[src/inc/clk_synth_regs_pkg.sv]
package clk_synth_regs_pkg;

  // Command codes that select each control byte
  localparam logic [7:0] OFS_STRAP_FREE_STOP = 8'h04;
  localparam logic [7:0] OFS_STOP_PD_DRIVE = 8'h05;
  localparam logic [7:0] OFS_TEST_SOFT_STOP = 8'h06;
  localparam logic [7:0] OFS_IDENT = 8'h07;
  localparam logic [7:0] OFS_SPREAD_DRIVE = 8'h08;
  localparam logic [7:0] OFS_SOFT_FREQ = 8'h09;

  // Byte 0x04 fields
  localparam int B4_STRAP_E = 7;
  localparam int B4_VIDEO_SLEEP = 6;
  localparam int B4_FREE_STOP_LO = 3;
  localparam logic [6:0] B4_RESET = 7'h07;

  // Byte 0x05 fields
  localparam int B5_SRC_STOP_TRI = 7;
  localparam int B5_SRC_PD_TRI = 3;
  localparam int B5_CPU1_PD_TRI = 1;
  localparam int B5_CPU0_PD_TRI = 0;
  localparam logic [7:0] B5_RESET = 8'h00;

  // Byte 0x06 fields; bits 5 and 2..0 are strap copies
  localparam int B6_TEST_SEL = 7;
  localparam int B6_TEST_MODE = 6;
  localparam int B6_STRAP_D = 5;
  localparam int B6_REF_WEAK = 4;
  localparam int B6_SOFT_RUN = 3;
  localparam logic [7:0] B6_WR_MASK = 8'hD8;
  localparam logic [7:0] B6_RESET = 8'h18;

  // Byte 0x08 fields
  localparam int B8_CPU_SS_WIDE = 7;
  localparam int B8_CPU_SS_TYPE = 6;
  localparam int B8_SERIAL_REF_SPREAD_AMOUNT_ON = 5;
  localparam int B8_SERIAL_REF_SPREAD_AMOUNT_WIDE = 4;
  localparam int B8_USB_SINGLE = 2;
  localparam int B8_BUS33_SINGLE = 1;
  localparam logic [7:0] B8_RESET = 8'h06;

  // Byte 0x09 field
  localparam logic [3:0] B9_RESET = 4'h0;

  // Pin synchroniser lanes
  localparam int PIN_LANES = 7;
  localparam int LANE_PD = 5;
  localparam int LANE_PG = 6;

endpackage : clk_synth_regs_pkg

[src/logic/clock_synth_control_regs.sv]
// How it works
// - Byte 4 bit 7 reads highest frequency strap latched when power good asserts.
// - Byte 4 bit 6 tri-states the 96 MHz video pair in sleep; resets 0.
// - Byte 4 bits 3..5 make free bus clocks stoppable by software stop.
// - Byte 5 bit 7 tri-states stopped serial reference pairs during software stop.
// - Byte 5 bit 3 tri-states all serial reference pairs during power down.
// - Byte 5 bits 1,0 tri-state processor pairs 1,0 during power down.
// - Byte 6 bit 6 enters test clock mode.
// - Byte 6 bit 7 picks tri-state or divided crystal in test mode.
// - Byte 6 bit 5 reads fourth frequency strap latched at power good.
// - Byte 6 bits 2..0 read third, second, first straps latched at power good.
// - Byte 6 bit 4 sets crystal copy drive, 1 low strength, resets 1.
// - Byte 6 bit 3 zero stops bus clocks, one releases; resets one.
// - Byte 8 bit 7 selects processor spread amount 0.5 or 1.0 percent.
// - Byte 8 bit 6 selects processor down or center spread.
// - Byte 8 bit 5 set turns serial reference spread on; resets 0.
// - Byte 8 bit 4 selects serial reference spread amount.
// - Byte 8 bits 2,1 set 48 MHz and 33 MHz drive; resets 1.
// - Byte 9 bits 3..0 hold software frequency select; upper bits reserved.
// - Single byte reads and writes selected by command code from the bus engine.
`timescale 1ns/1ps
module clock_synth_control_regs
  import clk_synth_regs_pkg::*;
#(
  parameter int BUS33_LANES = 6,
  parameter int SRC_LANES = 5,
  // Arbitrary identification values
  parameter logic [3:0] REVISION_CODE = 4'h3,
  parameter logic [3:0] VENDOR_CODE = 4'h5
) (
  // Clock and reset
  input wire logic core_clk,
  input wire logic rst_n,
  // Byte port from the serial protocol engine
  input wire logic [7:0] cmd_code,
  input wire logic wr_stb,
  input wire logic [7:0] wr_data,
  input wire logic rd_stb,
  output logic [7:0] rd_data,
  output logic rd_hit,
  // Pins
  input wire logic [4:0] freq_strap_pins,
  input wire logic power_good_n,
  input wire logic power_down_input,
  // Clock levels from the synthesizers and stop permissions held elsewhere
  input wire logic [BUS33_LANES-1:0] bus33_phase,
  input wire logic [2:0] free_bus_phase,
  input wire logic [SRC_LANES-1:0] serial_ref_phase,
  input wire logic [SRC_LANES-1:0] serial_ref_stoppable,
  // Gated clock levels
  output logic [BUS33_LANES-1:0] bus33_clk,
  output logic [2:0] free_bus_clk,
  output logic [SRC_LANES-1:0] serial_ref_clk,
  // Output drive states
  output logic video_96m_pair_tristate,
  output logic [SRC_LANES-1:0] serial_ref_clock_pair_tristate,
  output logic [1:0] cpu_pair_tristate,
  output logic sleep_state,
  output logic bus_clock_halt_n,
  // Test and drive strength
  output logic test_mode,
  output logic test_ref_divided,
  output logic ref_drive_low,
  output logic usb48_drive_single,
  output logic bus33_drive_single,
  // Spread and frequency selection
  output logic processor_spread_wide,
  output logic processor_spread_type,
  output logic serial_ref_spread_on,
  output logic serial_ref_spread_amount,
  output logic [3:0] soft_freq_sel,
  output logic [4:0] freq_strap_latched
);

  // Writable storage
  logic [6:0] strap_and_free_clock_stop_cfg;
  logic [7:0] stop_and_powerdown_drive_cfg;
  logic [7:0] test_and_soft_stop_ctrl;
  logic [7:0] spread_and_drive_cfg;
  logic [3:0] soft_frequency_select;

  // Strap latches
  logic freq_strap_high_latch;
  logic freq_strap_d_latch;
  logic freq_strap_c_latch;
  logic freq_strap_b_latch;
  logic freq_strap_a_latch;

  // Pin synchroniser: three stages, change taken once stages two and three agree
  logic [PIN_LANES-1:0] pin_s1;
  logic [PIN_LANES-1:0] pin_s2;
  logic [PIN_LANES-1:0] pin_s3;
  logic [PIN_LANES-1:0] pin_clean;
  logic pg_clean_d;

  wire [PIN_LANES-1:0] pin_raw = {power_good_n, power_down_input, freq_strap_pins};
  wire [PIN_LANES-1:0] pin_agree = ~(pin_s2 ^ pin_s3);
  wire [PIN_LANES-1:0] next_pin_clean = (pin_agree & pin_s3) | (~pin_agree & pin_clean);

  always_ff @(posedge core_clk or negedge rst_n) begin
    if (!rst_n) begin
      pin_s1 <= '0;
      pin_s2 <= '0;
      pin_s3 <= '0;
    end else begin
      pin_s1 <= pin_raw;
      pin_s2 <= pin_s1;
      pin_s3 <= pin_s2;
    end
  end

  // A one-cycle disagreement between stages two and three is held off,
  // so a bouncing pin costs latency rather than a false edge.
  always_ff @(posedge core_clk or negedge rst_n) begin
    if (!rst_n) begin
      pin_clean <= '0;
    end else begin
      pin_clean <= next_pin_clean;
    end
  end

  // Power good is active low; its assertion is the falling edge of the clean level.
  // Reset clears the latches; only a later power-good assertion loads them.
  // The delayed level starts low, so a pin already high at reset gives no false edge.
  wire pg_assert = pg_clean_d & ~pin_clean[LANE_PG];
  wire pd_active = pin_clean[LANE_PD];

  always_ff @(posedge core_clk or negedge rst_n) begin
    if (!rst_n) begin
      pg_clean_d <= 1'b0;
    end else begin
      pg_clean_d <= pin_clean[LANE_PG];
    end
  end

  always_ff @(posedge core_clk or negedge rst_n) begin
    if (!rst_n) begin
      freq_strap_high_latch <= 1'b0;
      freq_strap_d_latch <= 1'b0;
      freq_strap_c_latch <= 1'b0;
      freq_strap_b_latch <= 1'b0;
      freq_strap_a_latch <= 1'b0;
    end else if (pg_assert) begin
      freq_strap_high_latch <= pin_clean[4];
      freq_strap_d_latch <= pin_clean[3];
      freq_strap_c_latch <= pin_clean[2];
      freq_strap_b_latch <= pin_clean[1];
      freq_strap_a_latch <= pin_clean[0];
    end
  end

  // Address decode
  // Exact compares keep codes outside the bank from aliasing onto it
  wire hit_b4 = (cmd_code == OFS_STRAP_FREE_STOP);
  wire hit_b5 = (cmd_code == OFS_STOP_PD_DRIVE);
  wire hit_b6 = (cmd_code == OFS_TEST_SOFT_STOP);
  wire hit_b7 = (cmd_code == OFS_IDENT);
  wire hit_b8 = (cmd_code == OFS_SPREAD_DRIVE);
  wire hit_b9 = (cmd_code == OFS_SOFT_FREQ);
  wire hit_any = hit_b4 | hit_b5 | hit_b6 | hit_b7 | hit_b8 | hit_b9;

  // Byte images as read back
  wire [7:0] image_b4 = {freq_strap_high_latch, strap_and_free_clock_stop_cfg};
  wire [7:0] image_b6 = (test_and_soft_stop_ctrl & B6_WR_MASK)
                      | {2'b00, freq_strap_d_latch, 2'b00,
                         freq_strap_c_latch, freq_strap_b_latch, freq_strap_a_latch};
  // Identification is fixed; a write to its code changes nothing
  wire [7:0] image_b7 = {REVISION_CODE, VENDOR_CODE};
  wire [7:0] image_b9 = {4'h0, soft_frequency_select};

  wire [7:0] read_mux =
      hit_b4 ? image_b4 :
      hit_b5 ? stop_and_powerdown_drive_cfg :
      hit_b6 ? image_b6 :
      hit_b7 ? image_b7 :
      hit_b8 ? spread_and_drive_cfg :
      hit_b9 ? image_b9 : 8'h00;

  // Register writes; strap copies and identification ignore writes.
  // Reserved bits store what is written, except byte 9 bits 7..4, which are not stored and read 0.
  wire wr_b4 = wr_stb & hit_b4;
  wire wr_b5 = wr_stb & hit_b5;
  wire wr_b6 = wr_stb & hit_b6;
  wire wr_b8 = wr_stb & hit_b8;
  wire wr_b9 = wr_stb & hit_b9;

  always_ff @(posedge core_clk or negedge rst_n) begin
    if (!rst_n) begin
      strap_and_free_clock_stop_cfg <= B4_RESET;
    end else if (wr_b4) begin
      strap_and_free_clock_stop_cfg <= wr_data[6:0];
    end
  end

  always_ff @(posedge core_clk or negedge rst_n) begin
    if (!rst_n) begin
      stop_and_powerdown_drive_cfg <= B5_RESET;
    end else if (wr_b5) begin
      stop_and_powerdown_drive_cfg <= wr_data;
    end
  end

  always_ff @(posedge core_clk or negedge rst_n) begin
    if (!rst_n) begin
      test_and_soft_stop_ctrl <= B6_RESET;
    end else if (wr_b6) begin
      test_and_soft_stop_ctrl <= wr_data & B6_WR_MASK;
    end
  end

  always_ff @(posedge core_clk or negedge rst_n) begin
    if (!rst_n) begin
      spread_and_drive_cfg <= B8_RESET;
    end else if (wr_b8) begin
      spread_and_drive_cfg <= wr_data;
    end
  end

  always_ff @(posedge core_clk or negedge rst_n) begin
    if (!rst_n) begin
      soft_frequency_select <= B9_RESET;
    end else if (wr_b9) begin
      soft_frequency_select <= wr_data[3:0];
    end
  end

  // Read port: data registered on the strobe, held until the next read.
  // The hit flag lets the protocol engine refuse codes outside the bank.
  always_ff @(posedge core_clk or negedge rst_n) begin
    if (!rst_n) begin
      rd_data <= 8'h00;
    end else if (rd_stb) begin
      rd_data <= read_mux;
    end
  end

  always_ff @(posedge core_clk or negedge rst_n) begin
    if (!rst_n) begin
      rd_hit <= 1'b0;
    end else if (rd_stb) begin
      rd_hit <= hit_any;
    end
  end

  // Software stop: bit clear means stop asserted
  wire soft_stop = ~test_and_soft_stop_ctrl[B6_SOFT_RUN];
  wire [2:0] free_stoppable =
      strap_and_free_clock_stop_cfg[B4_FREE_STOP_LO +: 3];

  // One sequencer for all stoppable lanes keeps their halts aligned.
  // Plain 33 MHz outputs are always stoppable; the others only when allowed.
  localparam int ALL_LANES = BUS33_LANES + 3 + SRC_LANES;
  wire [ALL_LANES-1:0] lane_phase = {serial_ref_phase, free_bus_phase, bus33_phase};
  wire [ALL_LANES-1:0] lane_stop =
      {serial_ref_stoppable & {SRC_LANES{soft_stop}},
       free_stoppable & {3{soft_stop}},
       {BUS33_LANES{soft_stop}}};
  logic [ALL_LANES-1:0] lane_gated;
  logic [ALL_LANES-1:0] lane_halted;

  glitchless_stop #(
    .LANES(ALL_LANES)
  ) u_stop (
    .core_clk(core_clk),
    .rst_n(rst_n),
    .phase(lane_phase),
    .stop_req(lane_stop),
    .gated(lane_gated),
    .halted(lane_halted)
  );

  // Lane order in the sequencer: 33 MHz, free bus, then serial reference
  assign bus33_clk = lane_gated[BUS33_LANES-1:0];
  assign free_bus_clk = lane_gated[BUS33_LANES +: 3];
  assign serial_ref_clk = lane_gated[BUS33_LANES + 3 +: SRC_LANES];
  wire [SRC_LANES-1:0] src_halted = lane_halted[BUS33_LANES + 3 +: SRC_LANES];

  // Drive-state decode
  wire next_video_tri =
      pd_active & strap_and_free_clock_stop_cfg[B4_VIDEO_SLEEP];
  wire [SRC_LANES-1:0] next_src_tri =
      ({SRC_LANES{pd_active & stop_and_powerdown_drive_cfg[B5_SRC_PD_TRI]}})
      | (src_halted & {SRC_LANES{stop_and_powerdown_drive_cfg[B5_SRC_STOP_TRI]}});
  wire [1:0] next_cpu_tri =
      {pd_active & stop_and_powerdown_drive_cfg[B5_CPU1_PD_TRI],
       pd_active & stop_and_powerdown_drive_cfg[B5_CPU0_PD_TRI]};

  // Registered drive states: one flop of delay buys glitch-free pad controls
  always_ff @(posedge core_clk or negedge rst_n) begin
    if (!rst_n) begin
      video_96m_pair_tristate <= 1'b0;
    end else begin
      video_96m_pair_tristate <= next_video_tri;
    end
  end

  always_ff @(posedge core_clk or negedge rst_n) begin
    if (!rst_n) begin
      serial_ref_clock_pair_tristate <= '0;
    end else begin
      serial_ref_clock_pair_tristate <= next_src_tri;
    end
  end

  always_ff @(posedge core_clk or negedge rst_n) begin
    if (!rst_n) begin
      cpu_pair_tristate <= 2'b00;
    end else begin
      cpu_pair_tristate <= next_cpu_tri;
    end
  end

  // Sleep status lags the clean pin by the same flop as the pad controls
  always_ff @(posedge core_clk or negedge rst_n) begin
    if (!rst_n) begin
      sleep_state <= 1'b0;
    end else begin
      sleep_state <= pd_active;
    end
  end

  // Static controls straight from storage
  assign bus_clock_halt_n = ~soft_stop;
  assign test_mode = test_and_soft_stop_ctrl[B6_TEST_MODE];
  assign test_ref_divided = test_and_soft_stop_ctrl[B6_TEST_SEL];
  assign ref_drive_low = test_and_soft_stop_ctrl[B6_REF_WEAK];
  assign processor_spread_wide = spread_and_drive_cfg[B8_CPU_SS_WIDE];
  assign processor_spread_type = spread_and_drive_cfg[B8_CPU_SS_TYPE];
  assign serial_ref_spread_on = spread_and_drive_cfg[B8_SERIAL_REF_SPREAD_AMOUNT_ON];
  assign serial_ref_spread_amount = spread_and_drive_cfg[B8_SERIAL_REF_SPREAD_AMOUNT_WIDE];
  assign usb48_drive_single = spread_and_drive_cfg[B8_USB_SINGLE];
  assign bus33_drive_single = spread_and_drive_cfg[B8_BUS33_SINGLE];
  assign soft_freq_sel = soft_frequency_select;
  assign freq_strap_latched = {freq_strap_high_latch, freq_strap_d_latch,
                               freq_strap_c_latch, freq_strap_b_latch,
                               freq_strap_a_latch};

endmodule : clock_synth_control_regs

[src/logic/glitchless_stop.sv]
`timescale 1ns/1ps
module glitchless_stop #(
  parameter int LANES = 4
) (
  // Clock and reset
  input wire logic core_clk,
  input wire logic rst_n,
  // Per-lane clock level and stop request
  input wire logic [LANES-1:0] phase,
  input wire logic [LANES-1:0] stop_req,
  // Gated clock level and halted status
  output logic [LANES-1:0] gated,
  output logic [LANES-1:0] halted
);

  logic [LANES-1:0] running;

  genvar i;
  generate
    for (i = 0; i < LANES; i++) begin : g_lane
      // Run state may only change while the clock is low, so a high
      // phase is never cut short on stop nor started mid-way on resume.
      wire next_run = phase[i] ? running[i] : ~stop_req[i];
      always_ff @(posedge core_clk or negedge rst_n) begin
        if (!rst_n) begin
          running[i] <= 1'b1;
          gated[i] <= 1'b0;
        end else begin
          running[i] <= next_run;
          gated[i] <= phase[i] & next_run;
        end
      end
      assign halted[i] = ~running[i];
    end
  endgenerate

endmodule : glitchless_stop

[config.mk]
export PLATFORM = sky130hd
export DESIGN_NAME = clock_synth_control_regs
export DESIGN_NICKNAME = d
export VERILOG_FILES = /design/src/inc/clk_synth_regs_pkg.sv /design/src/logic/clock_synth_control_regs.sv /design/src/logic/glitchless_stop.sv
export SDC_FILE = /design/constraint.sdc
export NUM_CORES = 1
export LEC_CHECK = 0
export BUFFER_PORTS_ARGS = -buffer_cell sky130_fd_sc_hd__buf_2
export CORE_MARGIN = 3
export CORE_UTILIZATION = 57
export DETAILED_ROUTE_END_ITERATION = 12
export PLACE_DENSITY = 0.84
export SETUP_SLACK_MARGIN = 0.05
export SLEW_MARGIN = 20
export SYNTH_ARGS = -nofsm -noshare
export SYNTH_HDL_FRONTEND = slang
export SYNTH_HIERARCHICAL = 1
export SYNTH_SLANG_ARGS = --single-unit
export TNS_END_PERCENT = 1
[constraint.sdc]
create_clock -name core_clk -period 2.3 [get_ports core_clk]
set_input_delay 0 -clock core_clk [delete_from_list [all_inputs] [get_ports core_clk]]
set_output_delay 0 -clock core_clk [all_outputs]
set_load 0.1 [all_outputs]
* After elaboration in Yosys (flattened, before gate mapping)
Index checks and enable logic that the tools add are counted.
** Word-level totals
- Logic and storage cells :: 130
- Output and inout port bits :: 51
- Flip-flop bits (word level) :: 111
- Input port bits :: 46
** Operators by class
- Equality and inequality tests :: 6
- Multiplexer cells :: 20
- Bitwise logic cells :: 55
** Operators by type and width (count)
- 2-to-1 mux 8 bit :: 5
- == test 8 x 3 -> 1 bit, second input constant :: 4
- bitwise AND 1 bit :: 24
- == test 8 x 4 -> 1 bit, second input constant :: 2
- NOT 1 bit :: 15
- bitwise AND 7 bit :: 2
- 2-to-1 mux 1 bit :: 14
- NOT 7 bit :: 2
- bitwise AND 5 bit :: 2
- OR 8 x 6 -> 8 bit :: 1
- OR 7 bit :: 1
- XOR 7 bit :: 1
- OR 1 bit :: 5
- OR 5 bit :: 1
- 2-to-1 mux 4 bit :: 1
- bitwise AND 3 bit :: 1

* Longest topological paths before layout
- Word-level depth :: 7
- Gate-level depth with buffers :: 5

* By module
The synthesis kept the hierarchy.
** Modules (own cells, without submodules)
- clock_synth_control_regs :: area an instance 3216.8 um2, cells an instance 225, instances 1
- glitchless_stop :: area an instance 998.5 um2, cells an instance 70, instances 1

* Worst setup path before layout
No wires, ideal clock.
- Path kind :: flip-flop to flip-flop
- Start :: reg test_and_soft_stop_ctrl[3]
- End :: reg rd_data[3]
- Cell stages (with the launch flop) :: 5
- Library setup time :: 0.078 ns
- Arrival time :: 1.472 ns
- Data required time :: 2.222 ns
- Path slack :: 0.750 ns
- Path through :: dfstp_2 > inv_1 > a21oi_1 > a21oi_1 > o2bb2ai_1
** On the way
- Word-level cells in the longest chain between the ends :: 4
** RTL lines
- start: declaration :: RTL line clock_synth_control_regs.sv:78 : logic [7:0] test_and_soft_stop_ctrl;
- start signal: assignment :: RTL line clock_synth_control_regs.sv:207 : test_and_soft_stop_ctrl <= wr_data & B6_WR_MASK;
- OR 8 x 6 -> 8 bit :: RTL line clock_synth_control_regs.sv:165 : | {2'b00, freq_strap_d_latch, 2'b00,
- 2-to-1 mux 8 bit :: RTL line clock_synth_control_regs.sv:174 : hit_b6 ? image_b6 :
- 2-to-1 mux 8 bit :: RTL line clock_synth_control_regs.sv:173 : hit_b5 ? stop_and_powerdown_drive_cfg :
- 2-to-1 mux 8 bit :: RTL line clock_synth_control_regs.sv:172 : hit_b4 ? image_b4 :
- end signal: assignment :: RTL line clock_synth_control_regs.sv:233 : rd_data <= read_mux;
- end: declaration :: RTL line clock_synth_control_regs.sv:39 : output logic [7:0] rd_data,
Every way passes these cells.
A chain may end at the register's enable or synchronous reset.

* Worst setup path in the final report
- Start :: reg test_and_soft_stop_ctrl[3]
- End :: reg u_stop.running[10]
** On the way
- Word-level cells in the longest chain between the ends :: 4
** RTL lines
- NOT 1 bit :: RTL line clock_synth_control_regs.sv:246 : wire soft_stop = ~test_and_soft_stop_ctrl[B6_SOFT_RUN];
- bitwise AND 5 bit :: RTL line clock_synth_control_regs.sv:255 : {serial_ref_stoppable & {SRC_LANES{soft_stop}},
- via lane_stop[10] :: RTL line clock_synth_control_regs.sv:254 : wire [ALL_LANES-1:0] lane_stop =
- NOT 1 bit :: RTL line glitchless_stop.sv:23 : wire next_run = phase[i] ? running[i] : ~stop_req[i];
- 2-to-1 mux 1 bit :: RTL line glitchless_stop.sv:23
- via u_stop.g_lane[10].next_run :: RTL line glitchless_stop.sv:23
- end signal: indexed assignment :: RTL line glitchless_stop.sv:29 : running[i] <= next_run;
- end: declaration :: RTL line glitchless_stop.sv:16 : logic [LANES-1:0] running;
The timed path passes the listed nets, and every way through them passes these cells.

==> impl_metrics.ini <==
[status]
status = finished clean

[power]
ir_drop_v = 0.000582
p_per_area_nw_per_um2 = 790
leakage_nw = 2.63

[placement]
io_buffers = 96
place_inst = 470
dp_hpwl_um = 5870
dp_slack_ns = 0.608
place_congestion = 0.852

[grt]
grt.overflow.total = 0
grt_usage = 0.228
antenna_found_initial = 1
grt_pass1_vias = 2892
grt_max_degree = 63
grt_pass1_wl_um = 14600

[synth]
ys_warn_count = 6
netlist_area_um2 = 4180
syn_inst = 286
synth.net_count = 332
syn_avg_cell_area_um2 = 14.6

[timing]
tns_ns = 0
grt_setup_unrepaired = false
period_needed_ns = 1.59
finalWorstSetupSlack_ns = 0.706
hold_viol = 0
skew_ns = 0.0127
slew_violations = 0
maxSlewHeadroom = 0.578
finalCritPeriodShare = 0.693
finalSetupViolations = 0
max_freq_mhz = 627
worstMarginPinSlew_ns = 0.625

[clock_network]
cts_setup_buffers = 0
cts_buffers = 9
htree_levels = 3
clock_sinks = 111
root_buffer = clkbuf_8
cts_tree = done
cts_buffer_depth = 2
cts.clk_slew.worst_paths_ns = 0.10
clock_latency_ns = 0.37

[worst_setup_path]
worstPathArrival_ns = 1.91
worstPathMaxFanout = 11
r2r_slack_ns = 0.71
start_kind = register
reg2reg_depth = 3
end_kind = register
required_ns = 2.61
critPathKind = reg -> reg

[layout]
final_common_cell = buf_2
drive_gt1_frac = 0.453
antenna_cells = 0
fillers = 428
fin_nets = 467
multi_input_area_um2 = 1280
seq_area_um2 = 2800
final_util = 0.767
area_growth_pct = 27.3
layout_common_cells = buf_2, dfrtp_1, mux2_2, dlygate4sd3_1, dfstp_2
fin_cells = 522

[routing]
first_pass_iters = 4
routedWlPerCell_um = 17.3
drtIter0Drc = 105
drtAntennaViolNets = 0
routed_wl_um = 9030
vias_per_cell = 5.32
vias = 2778
drc = 0

[floorplan]
core_um2 = 6940
rows = 30
die_area_um2 = 8400
initial_core_util = 0.602
io_pins = 97
fp.dieW_um = 91.7
die_y_um = 91.7

[run]
cap_viol_max_count = 0

[min_path]
hold_depth = 4
hold_class = in -> reg
## routing by layer
metal,GRT usage,part of all wire,vias to the layer above
met1,0.295,0.42,1390
met5,0,0.0012,-
li1,-,-,1267
met3,0.0550,0.059,16
met4,0.0942,0.017,2
met2,0.371,0.50,103
## critical path, cell delays in order (launching register included)
cell and delay [ns]:
dfstp_2 0.68, nor2b_1 0.09, o21bai_1 0.18, dlygate4sd3_1 0.58
## through the flow
| stage | hold slack, ns | instance area, µm² | power [mW] |
|---|---|---|---|
| 5_1_grt | 0.0319 | 5320 | 4.37 |
| 3_3_place_gp | 0.0530 | 4750 | 2.97 |
| 4_1_cts | 0.00113 | 5320 | 4.22 |
| 3_5_place_dp | 0.0492 | 4750 | 2.99 |
| 6_report | 0.00469 | 5320 | 4.20 |
| 2_1_floorplan | -0.296 | 4180 | 2.81 |
## flip-flops by register name, indices dropped and copies added, names as in the netlist, 2 cells and up, named ones only
register and count:
cpu_pair_tristate 2, stop_and_powerdown_drive_cfg 8, spread_and_drive_cfg 8, u_stop/gated 14, serial_ref_clock_pair_tristate 5, pin_s3 7
pin_s2 7, pin_s1 7, soft_freq_sel 4, test_and_soft_stop_ctrl 4, rd_data 8, u_stop/running 13
strap_and_free_clock_stop_cfg 7
## path summary, 6_finish.rpt
kind,from,endpoint
max reg2reg,test_and_soft_stop_ctrl[3],u_stop/running[10]
max in group asynchronous,rst_n,spread_and_drive_cfg[1]
min reg2reg,pin_s1[5],pin_s2[5]
min,cmd_code[6],rd_hit
min in group asynchronous,rst_n,u_stop/gated[2]
max,test_and_soft_stop_ctrl[3],u_stop/running[10]
## area by class of cell
cell class                 instances  area share
clock buffer                      11      0.0266
clock inverter                     5      0.0127
inverter                          10     0.00705
multi-input combinational        155       0.241
sequential                       111       0.527
tap                               96      0.0226
timing repair buffer             134       0.164
## power by group
part           internal [mW]  switching [mW]
combinational          0.218           0.617
sequential              2.09          0.0814
clock                  0.548           0.650
total                   2.86            1.35
## timing repair
item                                   in CTS  in global routing
hold buffers                               36                  0
gates resized for setup                     0                  0
endpoints found under the hold margin     105                  0
Note: power is estimated with default switching activity, not from simulation.
